## src/duhbp_consts.svh

```systemverilog
`ifndef DUHBP_CONSTS_SVH
`define DUHBP_CONSTS_SVH
// ************************************************
// Widths and field positions
// ************************************************
`define DUHBP_ADDR_W 3
`define DUHBP_DATA_W 8
`define DUHBP_MCR_IRQ_EN_BIT 3
`define DUHBP_NUM_REGS 8
`define DUHBP_MCR_ADDR 3'h4
// ************************************************
// Reset values
// ************************************************
`define DUHBP_REG_RST 8'h00
`define DUHBP_DATA_RST 8'h00
// ************************************************
// Host timing counts (cycles of clk_sys)
// ************************************************
`define DUHBP_SETUP_CYC 2
`define DUHBP_STROBE_CYC 4
`define DUHBP_HOLD_CYC 2
`endif

```

## src/duhbp_pkg.sv

```systemverilog
package duhbp_pkg;
    // Bus style picked by the strap pin
    typedef enum logic {DUHBP_STYLE_DIR, DUHBP_STYLE_STROBE} duhbp_style_t;
    // Host command kinds
    typedef enum logic {DUHBP_CMD_READ, DUHBP_CMD_WRITE} duhbp_cmd_t;
endpackage

```

## src/duhbp_if.sv

```systemverilog
`timescale 1ns/1ps
// ************************************************
// Parallel host bus between processor and dual UART port
// ************************************************
interface duhbp_if;
    // Strap and address
    logic bus_style_sel;
    logic [2:0] addr;
    // Data bus, resolved from both enables
    logic [7:0] data_host_out;
    logic data_host_oe;
    logic [7:0] data_dev_out;
    logic data_dev_oe;
    logic [7:0] data_bus;
    // Strobes and selects
    logic read_strobe_n;
    logic write_strobe_n;
    logic chan_a_select_n;
    logic chan_b_select_n;
    // Interrupt pins, three signals for channel A, two for channel B
    logic chan_a_irq_out;
    logic chan_a_irq_oe;
    logic chan_b_irq_out;
    logic chan_b_irq_oe;
    logic chan_a_aux_out_n;

    // Wire level; a floating bus reads as all ones (pull-ups)
    always_comb begin
        if (data_dev_oe) begin
            data_bus = data_dev_out;
        end else if (data_host_oe) begin
            data_bus = data_host_out;
        end else begin
            data_bus = 8'hFF;
        end
    end

    modport device (
        input bus_style_sel, addr, data_host_out, data_host_oe, data_bus,
        input read_strobe_n, write_strobe_n, chan_a_select_n, chan_b_select_n,
        output data_dev_out, data_dev_oe,
        output chan_a_irq_out, chan_a_irq_oe, chan_b_irq_out, chan_b_irq_oe,
        output chan_a_aux_out_n
    );
    modport host (
        output bus_style_sel, addr, data_host_out, data_host_oe,
        output read_strobe_n, write_strobe_n, chan_a_select_n, chan_b_select_n,
        input data_bus, data_dev_out, data_dev_oe,
        input chan_a_irq_out, chan_a_irq_oe, chan_b_irq_out, chan_b_irq_oe,
        input chan_a_aux_out_n
    );
endinterface

```

## src/duhbp_device.sv

```systemverilog
`timescale 1ns/1ps
`include "duhbp_consts.svh"
module duhbp_device #(
    parameter int NUM_REGS = `DUHBP_NUM_REGS
) (
    // Clock and reset
    input wire logic clk_sys,
    input wire logic nrst,
    // Host bus pins
    duhbp_if.device bus,
    // Channel side
    input wire logic chan_a_int_req,
    input wire logic chan_b_int_req,
    output logic [7:0] chan_a_mcr,
    output logic [7:0] chan_b_mcr,
    output logic write_pulse,
    output logic write_chan_b,
    output logic [2:0] write_addr,
    output logic [7:0] write_data
);
    import duhbp_pkg::*;

    // ************************************************
    // State
    // ************************************************
    typedef struct packed {
        logic [1:0] sty_s;
        logic [1:0] rd_s;
        logic [1:0] wr_s;
        logic [1:0] csa_s;
        logic [1:0] csb_s;
        logic [2:0] addr_s0;
        logic [2:0] addr_s1;
        logic [7:0] dat_s0;
        logic [7:0] dat_s1;
        logic rd_act;
        logic wr_act;
        logic act_chan_b;
        logic [2:0] act_addr;
        logic [7:0] rd_data;
        logic wr_pulse;
        logic wr_chan_b;
        logic [2:0] wr_addr;
        logic [7:0] wr_data;
    } duhbp_dev_state_t;

    duhbp_dev_state_t st;
    duhbp_dev_state_t next_st;
    logic [7:0] regs_a [NUM_REGS];
    logic [7:0] regs_b [NUM_REGS];

    // Elaboration check: the decode reaches exactly this many registers
    if (NUM_REGS != (1 << `DUHBP_ADDR_W)) begin
        $error("NUM_REGS must equal 2**address width");
    end

    // Synchronised pin levels (second stage only)
    logic style_strobe;
    logic rd_n;
    logic wr_n;
    logic csa_n;
    logic csb_n;
    assign style_strobe = st.sty_s[1];
    assign rd_n = st.rd_s[1];
    assign wr_n = st.wr_s[1];
    assign csa_n = st.csa_s[1];
    assign csb_n = st.csb_s[1];

    // ************************************************
    // Decode of a request from the synced pins
    // ************************************************
    logic sel_any;
    logic sel_b;
    logic want_rd;
    logic want_wr;
    always_comb begin
        if (style_strobe) begin
            sel_any = !csa_n || !csb_n;
            sel_b = csa_n && !csb_n;
            want_rd = sel_any && !rd_n;
            want_wr = sel_any && !wr_n;
        end else begin
            sel_any = !csa_n;
            sel_b = csb_n;
            want_rd = sel_any && wr_n;
            want_wr = sel_any && !wr_n;
        end
    end

    // Register read of one channel; one decode shared by both arrays
    function automatic logic [7:0] pick(input logic b, input logic [2:0] a);
        pick = b ? regs_b[a] : regs_a[a];
    endfunction

    // ************************************************
    // Next state
    // ************************************************
    always_comb begin
        next_st = st;
        next_st.sty_s = {st.sty_s[0], bus.bus_style_sel};
        next_st.rd_s = {st.rd_s[0], bus.read_strobe_n};
        next_st.wr_s = {st.wr_s[0], bus.write_strobe_n};
        next_st.csa_s = {st.csa_s[0], bus.chan_a_select_n};
        next_st.csb_s = {st.csb_s[0], bus.chan_b_select_n};
        next_st.addr_s0 = bus.addr;
        next_st.addr_s1 = st.addr_s0;
        next_st.dat_s0 = bus.data_bus;
        next_st.dat_s1 = st.dat_s0;
        next_st.wr_pulse = 1'b0;
        // Start of read: fetch once on the leading edge
        if (want_rd && !st.rd_act) begin
            next_st.rd_act = 1'b1;
            next_st.act_chan_b = sel_b;
            next_st.act_addr = st.addr_s1;
            next_st.rd_data = pick(sel_b, st.addr_s1);
        end else if (!want_rd) begin
            next_st.rd_act = 1'b0;
        end
        // Write: latch target on start, store on trailing edge
        if (want_wr && !st.wr_act) begin
            next_st.wr_act = 1'b1;
            next_st.act_chan_b = sel_b;
            next_st.act_addr = st.addr_s1;
        end else if (want_wr) begin
            next_st.wr_data = st.dat_s1; // Track bus until the trailing edge
        end else if (st.wr_act) begin
            next_st.wr_act = 1'b0;
            next_st.wr_pulse = 1'b1;
            next_st.wr_chan_b = st.act_chan_b;
            next_st.wr_addr = st.act_addr;
        end
    end

    // ************************************************
    // Registers
    // ************************************************
    always_ff @(posedge clk_sys or negedge nrst) begin
        if (!nrst) begin
            st <= '0;
            st.sty_s <= 2'h3;
            st.rd_s <= 2'h3;
            st.wr_s <= 2'h3;
            st.csa_s <= 2'h3;
            st.csb_s <= 2'h3;
        end else begin
            st <= next_st;
        end
    end

    // Register arrays; deselect cancels nothing once stored
    always_ff @(posedge clk_sys or negedge nrst) begin
        if (!nrst) begin
            for (int i = 0; i < NUM_REGS; i++) begin
                regs_a[i] <= `DUHBP_REG_RST;
                regs_b[i] <= `DUHBP_REG_RST;
            end
        end else if (st.wr_pulse) begin
            if (st.wr_chan_b) begin
                regs_b[st.wr_addr] <= st.wr_data;
            end else begin
                regs_a[st.wr_addr] <= st.wr_data;
            end
        end
    end

    // ************************************************
    // Pin drive
    // ************************************************
    logic irq_en_a;
    logic irq_en_b;
    assign irq_en_a = regs_a[`DUHBP_MCR_ADDR][`DUHBP_MCR_IRQ_EN_BIT];
    assign irq_en_b = regs_b[`DUHBP_MCR_ADDR][`DUHBP_MCR_IRQ_EN_BIT];
    // Bus driven only while a selected read lasts
    assign bus.data_dev_out = st.rd_data;
    assign bus.data_dev_oe = st.rd_act && want_rd;
    always_comb begin
        if (style_strobe) begin
            bus.chan_a_irq_out = chan_a_int_req;
            bus.chan_a_irq_oe = irq_en_a;
            bus.chan_b_irq_out = chan_b_int_req;
            bus.chan_b_irq_oe = irq_en_b;
            bus.chan_a_aux_out_n = !irq_en_a;
        end else begin
            // Open drain: only ever pulls low
            bus.chan_a_irq_out = 1'b0;
            bus.chan_a_irq_oe = chan_a_int_req || chan_b_int_req;
            bus.chan_b_irq_out = 1'b0;
            bus.chan_b_irq_oe = 1'b0;
            bus.chan_a_aux_out_n = !irq_en_a;
        end
    end
    assign chan_a_mcr = regs_a[`DUHBP_MCR_ADDR];
    assign chan_b_mcr = regs_b[`DUHBP_MCR_ADDR];
    assign write_pulse = st.wr_pulse;
    assign write_chan_b = st.wr_chan_b;
    assign write_addr = st.wr_addr;
    assign write_data = st.wr_data;
endmodule

```

## src/flat_wrapper.sv

```systemverilog
// flat-port wrapper written by rule: the top's interface ports become plain ports
module duhbp_device_flat import duhbp_pkg::*;
#(
    parameter int NUM_REGS = `DUHBP_NUM_REGS
)
  (clk_sys, nrst, chan_a_int_req, chan_b_int_req, chan_a_mcr, chan_b_mcr, write_pulse, write_chan_b, write_addr, write_data, bus_bus_style_sel, bus_addr, bus_data_host_out, bus_data_host_oe, bus_read_strobe_n, bus_write_strobe_n, bus_chan_a_select_n, bus_chan_b_select_n, bus_data_dev_out, bus_data_dev_oe, bus_chan_a_irq_out, bus_chan_a_irq_oe, bus_chan_b_irq_out, bus_chan_b_irq_oe, bus_chan_a_aux_out_n);
  duhbp_if bus_i ();
  input wire logic clk_sys;
  input wire logic nrst;
  input wire logic chan_a_int_req;
  input wire logic chan_b_int_req;
  output logic [7:0] chan_a_mcr;
  output logic [7:0] chan_b_mcr;
  output logic write_pulse;
  output logic write_chan_b;
  output logic [2:0] write_addr;
  output logic [7:0] write_data;
  input wire logic [$bits(bus_i.bus_style_sel)-1:0] bus_bus_style_sel;
  input wire logic [$bits(bus_i.addr)-1:0] bus_addr;
  input wire logic [$bits(bus_i.data_host_out)-1:0] bus_data_host_out;
  input wire logic [$bits(bus_i.data_host_oe)-1:0] bus_data_host_oe;
  input wire logic [$bits(bus_i.read_strobe_n)-1:0] bus_read_strobe_n;
  input wire logic [$bits(bus_i.write_strobe_n)-1:0] bus_write_strobe_n;
  input wire logic [$bits(bus_i.chan_a_select_n)-1:0] bus_chan_a_select_n;
  input wire logic [$bits(bus_i.chan_b_select_n)-1:0] bus_chan_b_select_n;
  output wire logic [$bits(bus_i.data_dev_out)-1:0] bus_data_dev_out;
  output wire logic [$bits(bus_i.data_dev_oe)-1:0] bus_data_dev_oe;
  output wire logic [$bits(bus_i.chan_a_irq_out)-1:0] bus_chan_a_irq_out;
  output wire logic [$bits(bus_i.chan_a_irq_oe)-1:0] bus_chan_a_irq_oe;
  output wire logic [$bits(bus_i.chan_b_irq_out)-1:0] bus_chan_b_irq_out;
  output wire logic [$bits(bus_i.chan_b_irq_oe)-1:0] bus_chan_b_irq_oe;
  output wire logic [$bits(bus_i.chan_a_aux_out_n)-1:0] bus_chan_a_aux_out_n;
  assign bus_i.bus_style_sel = bus_bus_style_sel;
  assign bus_i.addr = bus_addr;
  assign bus_i.data_host_out = bus_data_host_out;
  assign bus_i.data_host_oe = bus_data_host_oe;
  assign bus_i.read_strobe_n = bus_read_strobe_n;
  assign bus_i.write_strobe_n = bus_write_strobe_n;
  assign bus_i.chan_a_select_n = bus_chan_a_select_n;
  assign bus_i.chan_b_select_n = bus_chan_b_select_n;
  assign bus_data_dev_out = bus_i.data_dev_out;
  assign bus_data_dev_oe = bus_i.data_dev_oe;
  assign bus_chan_a_irq_out = bus_i.chan_a_irq_out;
  assign bus_chan_a_irq_oe = bus_i.chan_a_irq_oe;
  assign bus_chan_b_irq_out = bus_i.chan_b_irq_out;
  assign bus_chan_b_irq_oe = bus_i.chan_b_irq_oe;
  assign bus_chan_a_aux_out_n = bus_i.chan_a_aux_out_n;
  duhbp_device #(.NUM_REGS(NUM_REGS)) u_core (.clk_sys(clk_sys), .nrst(nrst), .bus(bus_i), .chan_a_int_req(chan_a_int_req), .chan_b_int_req(chan_b_int_req), .chan_a_mcr(chan_a_mcr), .chan_b_mcr(chan_b_mcr), .write_pulse(write_pulse), .write_chan_b(write_chan_b), .write_addr(write_addr), .write_data(write_data));
endmodule
```

## config.mk

```make
export PLATFORM = sky130hd
export DESIGN_NAME = duhbp_device_flat
export DESIGN_NICKNAME = d
export VERILOG_FILES = /design/src/duhbp_pkg.sv /design/src/duhbp_if.sv /design/src/duhbp_device.sv /design/src/flat_wrapper.sv
export VERILOG_INCLUDE_DIRS = /design/src
export SDC_FILE = /design/constraint.sdc
export NUM_CORES = 1
export LEC_CHECK = 0
export CAP_MARGIN = 30
export CORE_MARGIN = 1
export CORE_UTILIZATION = 67
export CTS_BUF_LIST = sky130_fd_sc_hd__clkbuf_4
export CTS_CLUSTER_SIZE = 20
export DETAILED_ROUTE_END_ITERATION = 7
export DONT_BUFFER_PORTS = 1
export PLACE_DENSITY = 0.91
export SYNTH_ARGS = -nofsm -noshare
export SYNTH_HDL_FRONTEND = slang
export SYNTH_SLANG_ARGS = --single-unit
```

## constraint.sdc

```tcl
create_clock -name clk_sys -period 3.41 [get_ports clk_sys]
set_input_delay 0.682 -clock clk_sys [delete_from_list [all_inputs] [get_ports clk_sys]]
set_output_delay 0.682 -clock clk_sys [all_outputs]
set_load 0.005 [all_outputs]
```

==> impl_results.rst <==
.. list-table::
   :header-rows: 1

   * - Metric
     - Value
   * - Timing-limited maximum frequency
     - 362.9 MHz
   * - Diode insertion count for antenna repair
     - 0
   * - DIE AREA
     - 0.01272 mm2
   * - Overall routed net length
     - 15,440 um
   * - Number of primary I/O pins
     - 64
   * - Met1 demand-to-capacity share in global routing
     - 37.78%
   * - Clock transition at the registers of the reported paths
     - 150 ps
   * - Number of synthesis warnings
     - 0
   * - M2 GR Usage
     - 40.12%
   * - Largest family of logic cells by synthesized area
     - multiplexers
   * - Worst skew pair latency
     - 590 ps
   * - Mux cell area share after synthesis
     - 30.48%
   * - Count of buffers added by post-CTS timing repair for setup
     - 0
   * - Post-synthesis instance area
     - 0.008223 mm2
   * - Post-DR wirelength/cell
     - 23.39 um
   * - Peak fanout along the critical path
     - 17
   * - Critical path data required time
     - 2730 ps
   * - Initial antenna violation count
     - 1
   * - Power Density
     - 761.2 mW/mm2
   * - Remaining number of nets flagged by the antenna check after routing
     - 0
   * - Most frequent cells after synthesis
     - sky130_fd_sc_hd__dfrtp_1, sky130_fd_sc_hd__mux2_2, sky130_fd_sc_hd__mux2_1
   * - Setup repair after global routing missed its margin
     - false
   * - Final weighted congestion in routability-driven placement
     - 0.7806
   * - Synthesis-to-layout area growth
     - 1.248%
   * - Count of cell types in the netlist
     - 36
   * - Cell taking the most area after synthesis
     - sky130_fd_sc_hd__dfrtp_1
   * - Outcome
     - finished with violations
   * - Leakage power
     - 3.711 nW
   * - Nets in the synthesized netlist
     - 561
   * - Critical register-to-register path startpoint
     - u_core.st[43]
   * - Proportion of register bits with asynchronous set or reset after synthesis
     - 100.0%
   * - Number of global-route vias before repair
     - 4,420
   * - Final global-route overflow total
     - 0
   * - Floorplan row count
     - 40
   * - H-tree depth reported by CTS
     - 4
   * - Overall via count from detail_route
     - 4,256
   * - Complex-gate fraction of the synthesized area
     - 2.222%
   * - Slew margin rel.
     - 36.94%
   * - Most instantiated flip-flop cell in the synthesis netlist
     - sky130_fd_sc_hd__dfrtp_1
   * - Basic-gate share of the synthesized area counting and, or, nand and nor cells
     - 4.184%
   * - Filler instances
     - 793
   * - Die X
     - 112.8 um
   * - CTS Buf Count
     - 17
   * - Violated checks
     - negative hold slack
   * - Core footprint
     - 0.01201 mm2
   * - Path type of the worst setup path
     - reg2out
   * - Area contributors post-synth
     - sky130_fd_sc_hd__dfrtp_1, sky130_fd_sc_hd__mux2_2, sky130_fd_sc_hd__mux4_2, sky130_fd_sc_hd__mux2_1, sky130_fd_sc_hd__buf_4
   * - Endpoint arrival time on the critical path
     - 2070 ps
   * - Vias per inst
     - 6.448
   * - Sequential element share of the synthesized area
     - 57.06%
   * - Adder-cell area share of the yosys netlist
     - 0%
   * - Area share of the leading cell type in the synthesized netlist
     - 53.86%
   * - Sinks on Clock Net
     - 187
   * - Detailed Routing Iterations Pass 1
     - 4
   * - Final Hold Vio Count
     - 177
   * - Most repeated cell in the gate-level netlist after synthesis
     - sky130_fd_sc_hd__dfrtp_1
   * - TritonCTS clock tree
     - yes
   * - Starting density of the core
     - 68.46%
   * - Type of the worst min-delay path
     - in2async
   * - DR iter-0 viols
     - 318
   * - Largest net degree at the start of global routing
     - 188
   * - Tcrit/Tclk final
     - 80.82%
   * - Clock skew
     - 30.65 ps
   * - HPWL after detailed placement
     - 10,240 um
   * - Post-layout min period
     - 2756 ps
   * - Parity-gate share of the synthesized area counting xor and xnor cells
     - 0%
   * - Vertical die dimension
     - 112.8 um
   * - Syn Area/Cell
     - 15.23 um2
   * - Global-route usage over all layers
     - 26.91%
   * - Residual DRC
     - 0
   * - IO buf count
     - 0
   * - Number of nets in the finished design
     - 521
   * - Final setup violation count
     - 0
   * - Final cell count without fillers
     - 660
   * - Global-route met3 utilization
     - 8.516%
   * - Maximum clock insertion buffer count
     - 2
   * - Max VDD drop
     - 512.0 uV
   * - CP Capture Type
     - output port
   * - Global-route wire length before repair
     - 24,810 um
   * - Most heavily used metal layer in global routing
     - met2
   * - Count of placed standard cells including taps
     - 628
   * - Post-CTS resize count
     - 0
   * - Actual slew at the worst max-slew pin
     - 943.9 ps
   * - Startpoint of the most critical setup path
     - u_core.st[58]
   * - Number of instances in the synthesized netlist
     - 540
   * - Max-cap violation count
     - 0
   * - Type of origin of the critical path
     - register
   * - Count of flip-flops with a built-in enable after synthesis
     - 0
   * - Share of post-route cells with drive strength above 1
     - 38.40%
   * - Number of flip-flops and latches in the synthesized netlist
     - 187
   * - Setup_tns
     - 0 ps
   * - Number of pins exceeding their max-slew limit in the final report
     - 0
   * - Clock tree root driver cell
     - sky130_fd_sc_hd__clkbuf_4
   * - WHS
     - -218.7 ps
-- worst max-delay path, cell delays in order (launching register included) --
cell                       delay [ps]
sky130_fd_sc_hd__dfstp_2          620
sky130_fd_sc_hd__nand2b_1         140
sky130_fd_sc_hd__a21oi_2          100
sky130_fd_sc_hd__o21ai_2          510
sky130_fd_sc_hd__inv_1            120
-- cells by family (layout without fill, tap and decap cells) --
kind of cell,after synthesis,count (layout)
DFF,187,187
muxes,192,192
buffers and inverters,78,51
and+or+nand+nor,60,60
AOI/OAI and AO/OA,23,23
-- worst paths after layout --
path / depth (start not counted) / slack, ps / endpoint
min reg2reg: 0 / 360 / u_core.st[58]
min in group clk_sys: 0 / 90 / u_core.next_st[50]
max: 4 / 650 / bus_data_dev_oe
max reg2reg: 5 / 1080 / u_core.bus.data_dev_out[5]
min: 0 / -220 / u_core.chan_b_mcr[6]
max in group asynchronous: 0 / 3310 / u_core.csb_n
-- final cells by class --
class | instances | area [um2] | share of cell area, %
inverters | 13 | 48.80 | 0.5861
clock inverters | 14 | 182.7 | 2.194
well taps | 147 | 183.9 | 2.209
repair buffers | 6 | 45.04 | 0.5410
flip-flops and latches | 187 | 4693 | 56.37
clock buffers | 18 | 135.1 | 1.623
multi-input cells | 275 | 3037 | 36.47
-- power by group --
group	internal, mW	total, mW	switching (mW)
Sequential	3.01	3.70	0.693
Clock	0.537	1.30	0.760
Combinational	0.895	1.34	0.441
Total	4.44	6.34	1.89
-- stage by stage --
stage | hold WS, ps | worst slack, ps | util (%) | power (mW) | area (um2)
after floorplan | 331.2 | 1423 | - | 4.850 | 8223
after global placement | 332.6 | 1087 | 66.67 | 4.942 | 8008
after detailed placement | 334.7 | 1040 | 66.67 | 5.090 | 8008
after CTS | -267.0 | 602.6 | 69.31 | 6.375 | 8325
after global routing | -273.6 | 502.5 | 69.31 | 6.687 | 8325
final | -218.7 | 654.1 | 69.31 | 6.338 | 8325
-- layout by cell type (no fill, tap or decap), drive strengths merged, types with 4 or more instances in the layout --
master	count
clkinv	4
a211o	8
buf	6
a31oi	8
mux2i	16
nor2	19
and2	4
dfstp	10
mux2	144
nor3	9
clkbuf	18
mux4	32
dfrtp	177
nor3b	9
nand2b	9
inv	20
-- sequential cells by signal, indices dropped and copies added, names as in the netlist, 3 cells and up --
register                 flops
u_core.write_data            8
u_core.regs_b               56
u_core.chan_a_mcr            8
u_core.write_addr            3
u_core.chan_b_mcr            8
u_core.regs_a               56
u_core.next_st              16
u_core.st                   19
u_core.bus.data_dev_out      8
-- per-layer routing --
| layer | vias to the layer above | wire (um) |
|---|---|---|
| li1 | 1840 | - |
| met3 | 33 | 1419 |
| met4 | 2 | 321 |
| met5 | - | 13 |
| met1 | 2223 | 6424 |
| met2 | 158 | 7258 |
Note: power is estimated with default switching activity, not from simulation.
